File: src/hw/pcv_defs.vh
// Bit positions and field layout of the configuration and status vectors.
`ifndef PCV_DEFS_VH
`define PCV_DEFS_VH
`define PCV_CFG_W          536
`define PCV_STS_W          448
`define PCV_CFG_PMA_LBK    0
`define PCV_CFG_PMA_RST    15
`define PCV_CFG_TRN_EN     33
`define PCV_CFG_LPC_LO     48
`define PCV_CFG_LPC_HI     53
`define PCV_CFG_LPC_INIT   60
`define PCV_CFG_LPC_PRE    61
`define PCV_CFG_FEC_EN     64
`define PCV_CFG_FEC_ERR    65
`define PCV_CFG_PCS_RST    111
`define PCV_CFG_AN_RST     287
`define PCV_CFG_ADV_LO     293
`define PCV_CFG_ADV_HI     335
`define PCV_CFG_XNP_LO     336
`define PCV_CFG_XNP_HI     383
`define PCV_CFG_SET_PMA    512
`define PCV_CFG_CLR_PMAF   513
`define PCV_CFG_CLR_FECC   514
`define PCV_CFG_CLR_FECU   515
`define PCV_CFG_SET_PCS    516
`define PCV_CFG_CLR_PCSF   517
`define PCV_CFG_CLR_ST2    518
`define PCV_CFG_CLR_TPE    519
`define PCV_CFG_SET_ANL    520
`define PCV_CFG_CLR_ANRF   521
`define PCV_CFG_CLR_ANPR   522
`define PCV_CFG_LD_ADV     523
`define PCV_CFG_LD_XNP     524
`define PCV_STS_PMA_RST    15
`define PCV_STS_PMA_LINK   18
`define PCV_STS_PMA_FLT    23
`define PCV_STS_PMA_RXF    42
`define PCV_STS_PMA_TXF    43
`define PCV_STS_SIGDET     48
`define PCV_STS_LPC_LO     96
`define PCV_STS_LPC_HI     101
`define PCV_STS_LPC_INIT   108
`define PCV_STS_LPC_PRE    109
`define PCV_STS_FECC_LO    128
`define PCV_STS_FECC_HI    159
`define PCV_STS_FECU_LO    160
`define PCV_STS_FECU_HI    191
`define PCV_STS_PCS_RST    223
`define PCV_STS_PCS_LINK   226
`define PCV_STS_PCS_FLT    231
`define PCV_STS_PCS_RXF    250
`define PCV_STS_PCS_TXF    251
`define PCV_STS_BLK_LOCK   256
`define PCV_STS_HI_BER     257
`define PCV_STS_RX_LINK    268
`define PCV_STS_ERRB_LO    272
`define PCV_STS_ERRB_HI    279
`define PCV_STS_BERC_LO    280
`define PCV_STS_BERC_HI    285
`define PCV_STS_LH_BER     286
`define PCV_STS_LL_LOCK    287
`define PCV_STS_TPE_LO     288
`define PCV_STS_TPE_HI     303
`define PCV_STS_AN_RST     319
`define PCV_STS_AN_LINK    322
`define PCV_STS_AN_RF      324
`define PCV_STS_AN_CMPL    325
`define PCV_STS_AN_PR      326
`define PCV_STS_KR_NEG     435
`define PCV_STS_FEC_NEG    436
`define PCV_ADV_W          43
`define PCV_XNP_W          48
`endif

File: src/hw/pcv_config_status.v
// Configuration and status vector register bank of a 10G PCS/PMA.
`timescale 1ns/10ps
`include "pcv_defs.vh"

module pcv_config_status #(
    parameter ERRB_W = 8,
    parameter BERC_W = 6,
    parameter TPE_W  = 16,
    parameter FEC_W  = 32
) (
    input  wire                    clk,
    input  wire                    rst_n,
    input  wire [`PCV_CFG_W-1:0]   configVector,
    input  wire                    pmaLinkUp,
    input  wire                    pmaRxFault,
    input  wire                    pmaTxFault,
    input  wire                    sigDetect,
    input  wire                    pmaResetBusy,
    input  wire                    pcsResetBusy,
    input  wire                    pcsLinkUp,
    input  wire                    pcsRxFault,
    input  wire                    pcsTxFault,
    input  wire                    blockLock,
    input  wire                    highBer,
    input  wire                    rxLinkUp,
    input  wire                    erroredBlockEvt,
    input  wire                    berEvt,
    input  wire                    testPatErrEvt,
    input  wire                    fecCorrEvt,
    input  wire                    fecUncorrEvt,
    input  wire                    anResetBusy,
    input  wire                    anLinkUp,
    input  wire                    anRemoteFault,
    input  wire                    anComplete,
    input  wire                    anPageRx,
    input  wire                    krNegotiated,
    input  wire                    fecNegotiated,
    output reg  [`PCV_STS_W-1:0]   statusVector,
    output reg  [`PCV_ADV_W-1:0]   anAdvPage,
    output reg  [`PCV_XNP_W-1:0]   anXnpPage,
    output reg  [5:0]              lpCoeffUpdate,
    output reg                     lpCoeffInit,
    output reg                     lpCoeffPreset
);

// ----------------------------------------------------------------------
// Reset synchroniser
// ----------------------------------------------------------------------
reg rstMeta_reg;
reg rstSync_reg;
always @(posedge clk or negedge rst_n) begin
    if (!rst_n) begin
        rstMeta_reg <= 1'b0;
        rstSync_reg <= 1'b0;
    end else begin
        rstMeta_reg <= 1'b1;
        rstSync_reg <= rstMeta_reg;
    end
end

// ----------------------------------------------------------------------
// Latched flags and counters
// ----------------------------------------------------------------------
// Controls are pulses of one cycle; a longer pulse simply holds the set or clear.
wire setPma  = configVector[`PCV_CFG_SET_PMA];
wire setPcs  = configVector[`PCV_CFG_SET_PCS];
wire clrSt2  = configVector[`PCV_CFG_CLR_ST2];
wire clrPmaF = configVector[`PCV_CFG_CLR_PMAF];
wire clrPcsF = configVector[`PCV_CFG_CLR_PCSF];
wire clrTpe  = configVector[`PCV_CFG_CLR_TPE];
wire clrFecC = configVector[`PCV_CFG_CLR_FECC];
wire clrFecU = configVector[`PCV_CFG_CLR_FECU];
wire setAnl  = configVector[`PCV_CFG_SET_ANL];
wire clrAnRf = configVector[`PCV_CFG_CLR_ANRF];
wire clrAnPr = configVector[`PCV_CFG_CLR_ANPR];

reg              llPmaLink_reg;
reg              llPcsLink_reg;
reg              llLock_reg;
reg              llAnLink_reg;
reg              lhBer_reg;
reg              lhPmaRx_reg;
reg              lhPmaTx_reg;
reg              lhPcsRx_reg;
reg              lhPcsTx_reg;
reg              lhAnRf_reg;
reg              lhAnPr_reg;
reg [ERRB_W-1:0] errb_reg;
reg [BERC_W-1:0] berc_reg;
reg [TPE_W-1:0]  tpe_reg;
reg [FEC_W-1:0]  fecC_reg;
reg [FEC_W-1:0]  fecU_reg;
reg              ldAdvPrev_reg;
reg              ldXnpPrev_reg;

// Counters saturate rather than wrap so a stale read never looks healthy.
always @(posedge clk or negedge rstSync_reg) begin
    if (!rstSync_reg) begin
        llPmaLink_reg <= 1'b1;
        llPcsLink_reg <= 1'b1;
        llLock_reg    <= 1'b1;
        llAnLink_reg  <= 1'b1;
        lhBer_reg     <= 1'b0;
        lhPmaRx_reg   <= 1'b0;
        lhPmaTx_reg   <= 1'b0;
        lhPcsRx_reg   <= 1'b0;
        lhPcsTx_reg   <= 1'b0;
        lhAnRf_reg    <= 1'b0;
        lhAnPr_reg    <= 1'b0;
        ldAdvPrev_reg <= 1'b0;
        ldXnpPrev_reg <= 1'b0;
    end else begin
        // A false condition wins over a set pulse, so no drop is lost.
        llPmaLink_reg <= pmaLinkUp & (llPmaLink_reg | setPma);
        llPcsLink_reg <= pcsLinkUp & (llPcsLink_reg | setPcs);
        llLock_reg    <= blockLock & (llLock_reg | clrSt2);
        llAnLink_reg  <= anLinkUp & (llAnLink_reg | setAnl);
        lhBer_reg     <= highBer | (lhBer_reg & ~clrSt2);
        lhPmaRx_reg   <= pmaRxFault | (lhPmaRx_reg & ~clrPmaF);
        lhPmaTx_reg   <= pmaTxFault | (lhPmaTx_reg & ~clrPmaF);
        lhPcsRx_reg   <= pcsRxFault | (lhPcsRx_reg & ~clrPcsF);
        lhPcsTx_reg   <= pcsTxFault | (lhPcsTx_reg & ~clrPcsF);
        lhAnRf_reg    <= anRemoteFault | (lhAnRf_reg & ~clrAnRf);
        lhAnPr_reg    <= anPageRx | (lhAnPr_reg & ~clrAnPr);
        ldAdvPrev_reg <= configVector[`PCV_CFG_LD_ADV];
        ldXnpPrev_reg <= configVector[`PCV_CFG_LD_XNP];
    end
end

// ----------------------------------------------------------------------
// Event counters
// ----------------------------------------------------------------------
// A clear in the same cycle as an event wins, so no count survives a clear.
always @(posedge clk or negedge rstSync_reg) begin
    if (!rstSync_reg) begin
        errb_reg <= {ERRB_W{1'b0}};
    end else if (clrSt2) begin
        errb_reg <= {ERRB_W{1'b0}};
    end else if (erroredBlockEvt && errb_reg != {ERRB_W{1'b1}}) begin
        errb_reg <= errb_reg + {{(ERRB_W-1){1'b0}}, 1'b1};
    end
end

always @(posedge clk or negedge rstSync_reg) begin
    if (!rstSync_reg) begin
        berc_reg <= {BERC_W{1'b0}};
    end else if (clrSt2) begin
        berc_reg <= {BERC_W{1'b0}};
    end else if (berEvt && berc_reg != {BERC_W{1'b1}}) begin
        berc_reg <= berc_reg + {{(BERC_W-1){1'b0}}, 1'b1};
    end
end

always @(posedge clk or negedge rstSync_reg) begin
    if (!rstSync_reg) begin
        tpe_reg <= {TPE_W{1'b0}};
    end else if (clrTpe) begin
        tpe_reg <= {TPE_W{1'b0}};
    end else if (testPatErrEvt && tpe_reg != {TPE_W{1'b1}}) begin
        tpe_reg <= tpe_reg + {{(TPE_W-1){1'b0}}, 1'b1};
    end
end

always @(posedge clk or negedge rstSync_reg) begin
    if (!rstSync_reg) begin
        fecC_reg <= {FEC_W{1'b0}};
    end else if (clrFecC) begin
        fecC_reg <= {FEC_W{1'b0}};
    end else if (fecCorrEvt && fecC_reg != {FEC_W{1'b1}}) begin
        fecC_reg <= fecC_reg + {{(FEC_W-1){1'b0}}, 1'b1};
    end
end

always @(posedge clk or negedge rstSync_reg) begin
    if (!rstSync_reg) begin
        fecU_reg <= {FEC_W{1'b0}};
    end else if (clrFecU) begin
        fecU_reg <= {FEC_W{1'b0}};
    end else if (fecUncorrEvt && fecU_reg != {FEC_W{1'b1}}) begin
        fecU_reg <= fecU_reg + {{(FEC_W-1){1'b0}}, 1'b1};
    end
end

// ----------------------------------------------------------------------
// Page capture and training controls
// ----------------------------------------------------------------------
wire ldAdv = configVector[`PCV_CFG_LD_ADV] & ~ldAdvPrev_reg;
wire ldXnp = configVector[`PCV_CFG_LD_XNP] & ~ldXnpPrev_reg;
wire trnOff = ~configVector[`PCV_CFG_TRN_EN];

// Pages load on an edge only, keeping the three words of each page coherent.
always @(posedge clk or negedge rstSync_reg) begin
    if (!rstSync_reg) begin
        anAdvPage     <= {`PCV_ADV_W{1'b0}};
        anXnpPage     <= {`PCV_XNP_W{1'b0}};
        lpCoeffUpdate <= 6'h00;
        lpCoeffInit   <= 1'b0;
        lpCoeffPreset <= 1'b0;
    end else begin
        if (ldAdv) begin
            anAdvPage <= configVector[`PCV_CFG_ADV_HI:`PCV_CFG_ADV_LO];
        end
        if (ldXnp) begin
            anXnpPage <= configVector[`PCV_CFG_XNP_HI:`PCV_CFG_XNP_LO];
        end
        lpCoeffUpdate <= configVector[`PCV_CFG_LPC_HI:`PCV_CFG_LPC_LO];
        lpCoeffInit   <= configVector[`PCV_CFG_LPC_INIT] & trnOff;
        lpCoeffPreset <= configVector[`PCV_CFG_LPC_PRE] & trnOff;
    end
end

// ----------------------------------------------------------------------
// Status vector assembly
// ----------------------------------------------------------------------
reg [`PCV_STS_W-1:0] status_next;
always @* begin
    status_next = {`PCV_STS_W{1'b0}};
    status_next[`PCV_STS_PMA_RST]  = pmaResetBusy;
    status_next[`PCV_STS_PMA_LINK] = llPmaLink_reg;
    status_next[`PCV_STS_PMA_RXF]  = lhPmaRx_reg;
    status_next[`PCV_STS_PMA_TXF]  = lhPmaTx_reg;
    status_next[`PCV_STS_PMA_FLT]  = lhPmaRx_reg | lhPmaTx_reg;
    status_next[`PCV_STS_SIGDET]   = sigDetect;
    status_next[`PCV_STS_LPC_HI:`PCV_STS_LPC_LO] = lpCoeffUpdate;
    status_next[`PCV_STS_LPC_INIT] = lpCoeffInit;
    status_next[`PCV_STS_LPC_PRE]  = lpCoeffPreset;
    status_next[`PCV_STS_FECC_HI:`PCV_STS_FECC_LO] = fecC_reg;
    status_next[`PCV_STS_FECU_HI:`PCV_STS_FECU_LO] = fecU_reg;
    status_next[`PCV_STS_PCS_RST]  = pcsResetBusy;
    status_next[`PCV_STS_PCS_LINK] = llPcsLink_reg;
    status_next[`PCV_STS_PCS_RXF]  = lhPcsRx_reg;
    status_next[`PCV_STS_PCS_TXF]  = lhPcsTx_reg;
    status_next[`PCV_STS_PCS_FLT]  = lhPcsRx_reg | lhPcsTx_reg;
    status_next[`PCV_STS_BLK_LOCK] = blockLock;
    status_next[`PCV_STS_HI_BER]   = highBer;
    status_next[`PCV_STS_RX_LINK]  = rxLinkUp;
    status_next[`PCV_STS_ERRB_HI:`PCV_STS_ERRB_LO] = errb_reg;
    status_next[`PCV_STS_BERC_HI:`PCV_STS_BERC_LO] = berc_reg;
    status_next[`PCV_STS_LH_BER]   = lhBer_reg;
    status_next[`PCV_STS_LL_LOCK]  = llLock_reg;
    status_next[`PCV_STS_TPE_HI:`PCV_STS_TPE_LO] = tpe_reg;
    status_next[`PCV_STS_AN_RST]   = anResetBusy;
    status_next[`PCV_STS_AN_LINK]  = llAnLink_reg;
    status_next[`PCV_STS_AN_RF]    = lhAnRf_reg;
    status_next[`PCV_STS_AN_CMPL]  = anComplete;
    status_next[`PCV_STS_AN_PR]    = lhAnPr_reg;
    status_next[`PCV_STS_KR_NEG]   = krNegotiated;
    status_next[`PCV_STS_FEC_NEG]  = fecNegotiated;
end

// The vector is registered, so every field lags its source by one cycle.
always @(posedge clk or negedge rstSync_reg) begin
    if (!rstSync_reg) begin
        statusVector <= {`PCV_STS_W{1'b0}};
    end else begin
        statusVector <= status_next;
    end
end

endmodule // pcv_config_status

File: config.mk
export PLATFORM = sky130hd
export DESIGN_NAME = pcv_config_status
export DESIGN_NICKNAME = d
export VERILOG_FILES = /design/src/hw/pcv_config_status.v
export VERILOG_INCLUDE_DIRS = /design/src /design/src/hw
export SDC_FILE = /design/constraint.sdc
export NUM_CORES = 1
export LEC_CHECK = 0
export BUFFER_PORTS_ARGS = -buffer_cell sky130_fd_sc_hd__buf_2
export CAP_MARGIN = 20
export CORE_AREA = 2 2 429 431
export CTS_CLUSTER_SIZE = 30
export DETAILED_ROUTE_END_ITERATION = 16
export DIE_AREA = 0 0 431 433
export HOLD_SLACK_MARGIN = 0.05
export PLACE_DENSITY = 0.34
export SYNTH_ARGS = -nofsm -noshare
export SYNTH_HDL_FRONTEND = slang
export SYNTH_SLANG_ARGS = --single-unit
File: constraint.sdc
create_clock -name clk -period 12.9 [get_ports clk]
set_clock_uncertainty 0.15 [all_clocks]
set_input_delay 2.58 -clock clk [delete_from_list [all_inputs] [get_ports clk]]
set_output_delay 2.58 -clock clk [all_outputs]
set_load 0.1 [all_outputs]
# ---- Word-level counts from Yosys, hierarchy flattened
# Index checks and enable logic that the tools add are counted.
dict set report totals {
  regBits 333
  inputBits 562
  out_inout_bits 547
  word_cells 92
}
dict set report classes {
  addsub 5
  n_eq_ne 5
  n_mux 10
  n_bitwise 36
  reduce_logical 10
}
# cell count
set op_table {}
lappend op_table {{$mux 32} 4}
lappend op_table {{$add 32x1->32 const B} 2}
lappend op_table {{$ne 32x32->1 const B} 2}
lappend op_table {{$mux 16} 2}
lappend op_table {{$add 16x1->16 const B} 1}
lappend op_table {{$mux 8} 2}
lappend op_table {{$ne 16x16->1 const B} 1}
lappend op_table {{$and 1x1->1} 15}
lappend op_table {{$or 1x1->1} 13}
lappend op_table {{$mux 6} 2}
lappend op_table {{$reduce_bool 2->1} 5}
lappend op_table {{$add 8x1->8 const B} 1}
lappend op_table {{$ne 8x8->1 const B} 1}
lappend op_table {{$not 1->1} 8}
lappend op_table {{$add 6x1->6 const B} 1}
lappend op_table {{$ne 6x6->1 const B} 1}
lappend op_table {{$logic_and 1x1->1} 5}

# ---- Depth between registers and ports, before layout
dict set report logic_depth {
  word_depth 4
  mapped_depth 8
  depth_no_buf 6
}

# ---- Least setup slack after synthesis
# OpenSTA, ideal clock, no wires.
dict set report synth_timing {
  path_type {input to register}
  from {input fecUncorrEvt}
  to {register fecU_reg[23]}
  setup_ps 78
  arrival_ps 4028
  slack_ps 8644
  path_stages 6
  path_buffers 1
  path_cell_list {clkbuf_1 -> nand2_1 -> nor2_1 -> nand2_1 -> or4_1 -> a21oi_1}
}
dict set report synth_between {
  elab_chain_len 2
}
# element line
set synth_lines {}
lappend synth_lines {{start: declaration} pcv_config_status.v:30} ;# input wire fecUncorrEvt,
lappend synth_lines {{$logic_and 1x1->1} pcv_config_status.v:179} ;# end else if (fecUncorrEvt && fecU_reg != {FEC_W{1'b1}}) begin
lappend synth_lines {{$reduce_bool 2->1 (no line)} n/a}
lappend synth_lines {{end signal: assignment} pcv_config_status.v:176} ;# fecU_reg <= {FEC_W{1'b0}};
lappend synth_lines {{end signal: assignment} pcv_config_status.v:178} ;# fecU_reg <= {FEC_W{1'b0}};
lappend synth_lines {{end signal: assignment} pcv_config_status.v:180} ;# fecU_reg <= fecU_reg + {{(FEC_W-1){1'b0}}, 1'b1};
lappend synth_lines {{end: declaration} pcv_config_status.v:92} ;# reg [FEC_W-1:0] fecU_reg;
# Every way passes these cells.
# A chain may end at the register's enable or synchronous reset.

# ---- Worst setup path in the final report
dict set report layout_timing {
  from {register lpCoeffPreset}
  to {output lpCoeffPreset}
}
# element line
set layout_lines {}
lappend layout_lines {{start: declaration} pcv_config_status.v:43} ;# output reg lpCoeffPreset
lappend layout_lines {{start signal: assignment} pcv_config_status.v:208} ;# lpCoeffPreset <= configVector[`PCV_CFG_LPC_PRE] & trnOff;
# No word-level cell between the ends.

==> flow_summary.json <==
{
  "initial_utilization_pct": 8.12,
  "total_power_mw": 3.40,
  "synth_ff_type": "dfrtp_1",
  "num_rows": 157,
  "io-pin-count": 1109,
  "grt_antenna_before_repair": 13,
  "drv_slew": 0,
  "clkTransAtPathRegs_ps": 60,
  "slowest_stage": "buf_2",
  "port_buffers": 362,
  "cts_buffer_depth": 3,
  "regMostFlops": "statusVector",
  "worstSetupStartpointType": "flip-flop",
  "status": "finished clean",
  "cp_top_family": "buffers and inverters",
  "required_ps": 10170,
  "cts_resized": 0,
  "pre_cts_ws_ps": 8270,
  "hold_slack_ps": 214,
  "min_period_over_period_pct": 33.6,
  "dr.pass1.iters": 4,
  "finalWirelength_um": 49200,
  "cap_violations": 0,
  "drtIter0Drc": 391,
  "drive_above_1_share_pct": 33.8,
  "htreeDepth": 2,
  "grt_overflow": 0,
  "clock-sinks": 333,
  "cts_buffers": 42,
  "insertion_delay_ps": 610,
  "grt.total_usage_pct": 4.97,
  "grt_max_degree": 143,
  "path_max_fanout": 2,
  "ant_nets": 0,
  "area_growth_pct": 33.9,
  "hold_viol": 0,
  "async_flop_share_pct": 100,
  "fin_crit_ps": 4330,
  "relSlewSlack_pct": 31.2,
  "crit_chain": "buf_2",
  "core_um2": 182000,
  "gp_congestion": 0.703,
  "p_leak_nw": 8.79,
  "die_area_um2": 187000,
  "setup-tns-final_ps": 0,
  "die_w_um": 431,
  "grt_setup_unrepaired": "false",
  "drt-wirelength-per-cell_um": 12.2,
  "critPathBufInv": 1,
  "setup_ws_ps": 8570,
  "crit_type": "flip-flop to output port",
  "drt-met1-wl_um": 19500,
  "die_height_um": 433,
  "fin_nets": 2193,
  "top_layer_used": "met5",
  "peakVddDrop_uv": 78.3,
  "syn_avg_cell_area_um2": 11.8,
  "syn_inst": 1254,
  "end_kind": "output port",
  "synth_top_area_cell": "dfrtp_1",
  "ctsHoldBuffers": 0,
  "synth.area.top_cells": "dfrtp_1 56%, buf_4 17%, mux2_2 7.5%, a21oi_1 1.7%, nor2_1 1.6%",
  "setup_viol_count_final": 0,
  "max_stage_delay_ps": 500,
  "drc": 0,
  "p_per_area_nw_per_um2": 172,
  "met3_length_um": 5470,
  "wl_met2_um": 22300,
  "largest_reg_flops": 125,
  "synth_top_area_share_pct": 55.7,
  "ctsRootBufferMaster": "clkbuf_16",
  "vias": 9712,
  "hp-class": "flip-flop to flip-flop",
  "avgViaCountPerCell": 2.40,
  "hpwlAfterDp_um": 37400,
  "post-cts-setup-buffer-count": 0,
  "ys_seq_elements": 333,
  "syn_area_um2": 14800,
  "synth.distinct_cells": 50,
  "fmax_mhz": 231,
  "synth_edf_count": 0,
  "reg_top3": "statusVector x125, anXnpPage x48, anAdvPage x43",
  "grt_pass1_wl_um": 66500,
  "final_cell_mix": "362 x buf_2, 328 x dfrtp_1, 324 x conb_1, 98 x mux2_2, 63 x nor2_1",
  "grt_pass1_vias": 8949,
  "layout_commonest_cell": "buf_2",
  "yosys_warnings": 0,
  "tritoncts": "built",
  "ys_seq_area_share_pct": 56.4,
  "cp.arrival_ps": 1600,
  "worstMarginPinSlew_ps": 1030
}
-- cell usage after synthesis, types with 18 or more instances --
master    count
or3_1        33
nor2_1       63
buf_4       329
nand4_1      34
clkbuf_1     26
nand2_1      32
a21oi_1      50
dfrtp_1     329
mux2_2       98
o21ai_0      31
nand3_1      31
xnor2_1      18
-- metrics by stage --
step | instance area [um^2] | util, % | std cells
global route | 19800 | 10.9 | 4043
finish | 19800 | 10.9 | 4046
detailed placement | 18300 | 10.0 | 3966
CTS | 19800 | 10.9 | 4042
floorplan | 16000 | - | 1576
global placement | 18300 | 10.0 | 3966
-- worst reg2reg max path, cell delays in order (launching register included) --
cell and delay [ps]:
dfrtp_1 440, nand4_1 210, or4_1 710, nor4_4 640
buf_4 310, nor2_1 90, mux2_1 300
-- where the power goes --
part	switching (mW)	internal, mW	total (mW)
sequential	0.0359	1.10	1.14
combinational	0.888	0.0933	0.981
clock	0.524	0.752	1.28
total	1.45	1.95	3.40
-- logic make-up after synthesis --
family	Yosys count	synth area share, %
compound gates	120	4.78
xor+xnor	34	2.01
fa+ha+maj	5	0.423
buf+inv	380	18.1
flops	333	56.4
mux	105	7.96
other cells	2	0.0508
simple gates	275	10.3
-- final timing paths --
kind / start / to / slack [ps] / depth (start not counted)
worst max register to register: fecC_reg[15] / fecC_reg[26] / 9930 / 6
max in group asynchronous: rst_n / rstSync_reg / 10900 / 1
worst min register to register: lpCoeffUpdate[5] / statusVector[101] / 210 / 0
min in group asynchronous: rstSync_reg / statusVector[183] / 250 / 0
worst max-delay path: lpCoeffPreset / lpCoeffPreset / 8570 / 1
worst min-delay path: lpCoeffUpdate[5] / statusVector[101] / 210 / 0
-- cell type report --
| class | count | area, um^2 |
|---|---|---|
| Tap cell | 2385 | 2980 |
| Sequential cell | 333 | 8340 |
| Antenna cell | 3 | 7.51 |
| Timing Repair Buffer | 372 | 1920 |
| Inverter | 14 | 52.6 |
| Multi-Input combinational cell | 863 | 5000 |
| Fill cell | 20800 | 162000 |
| Clock buffer | 56 | 1210 |
| Clock inverter | 20 | 280 |
-- per-layer routing --
layer | track usage [%] | vias to the layer above
li1 | - | 4402
met1 | 5.86 | 4654
met2 | 7.99 | 587
met3 | 1.86 | 67
met4 | 2.31 | 2
met5 | 0 | -
(Power assumes the default switching activity.)
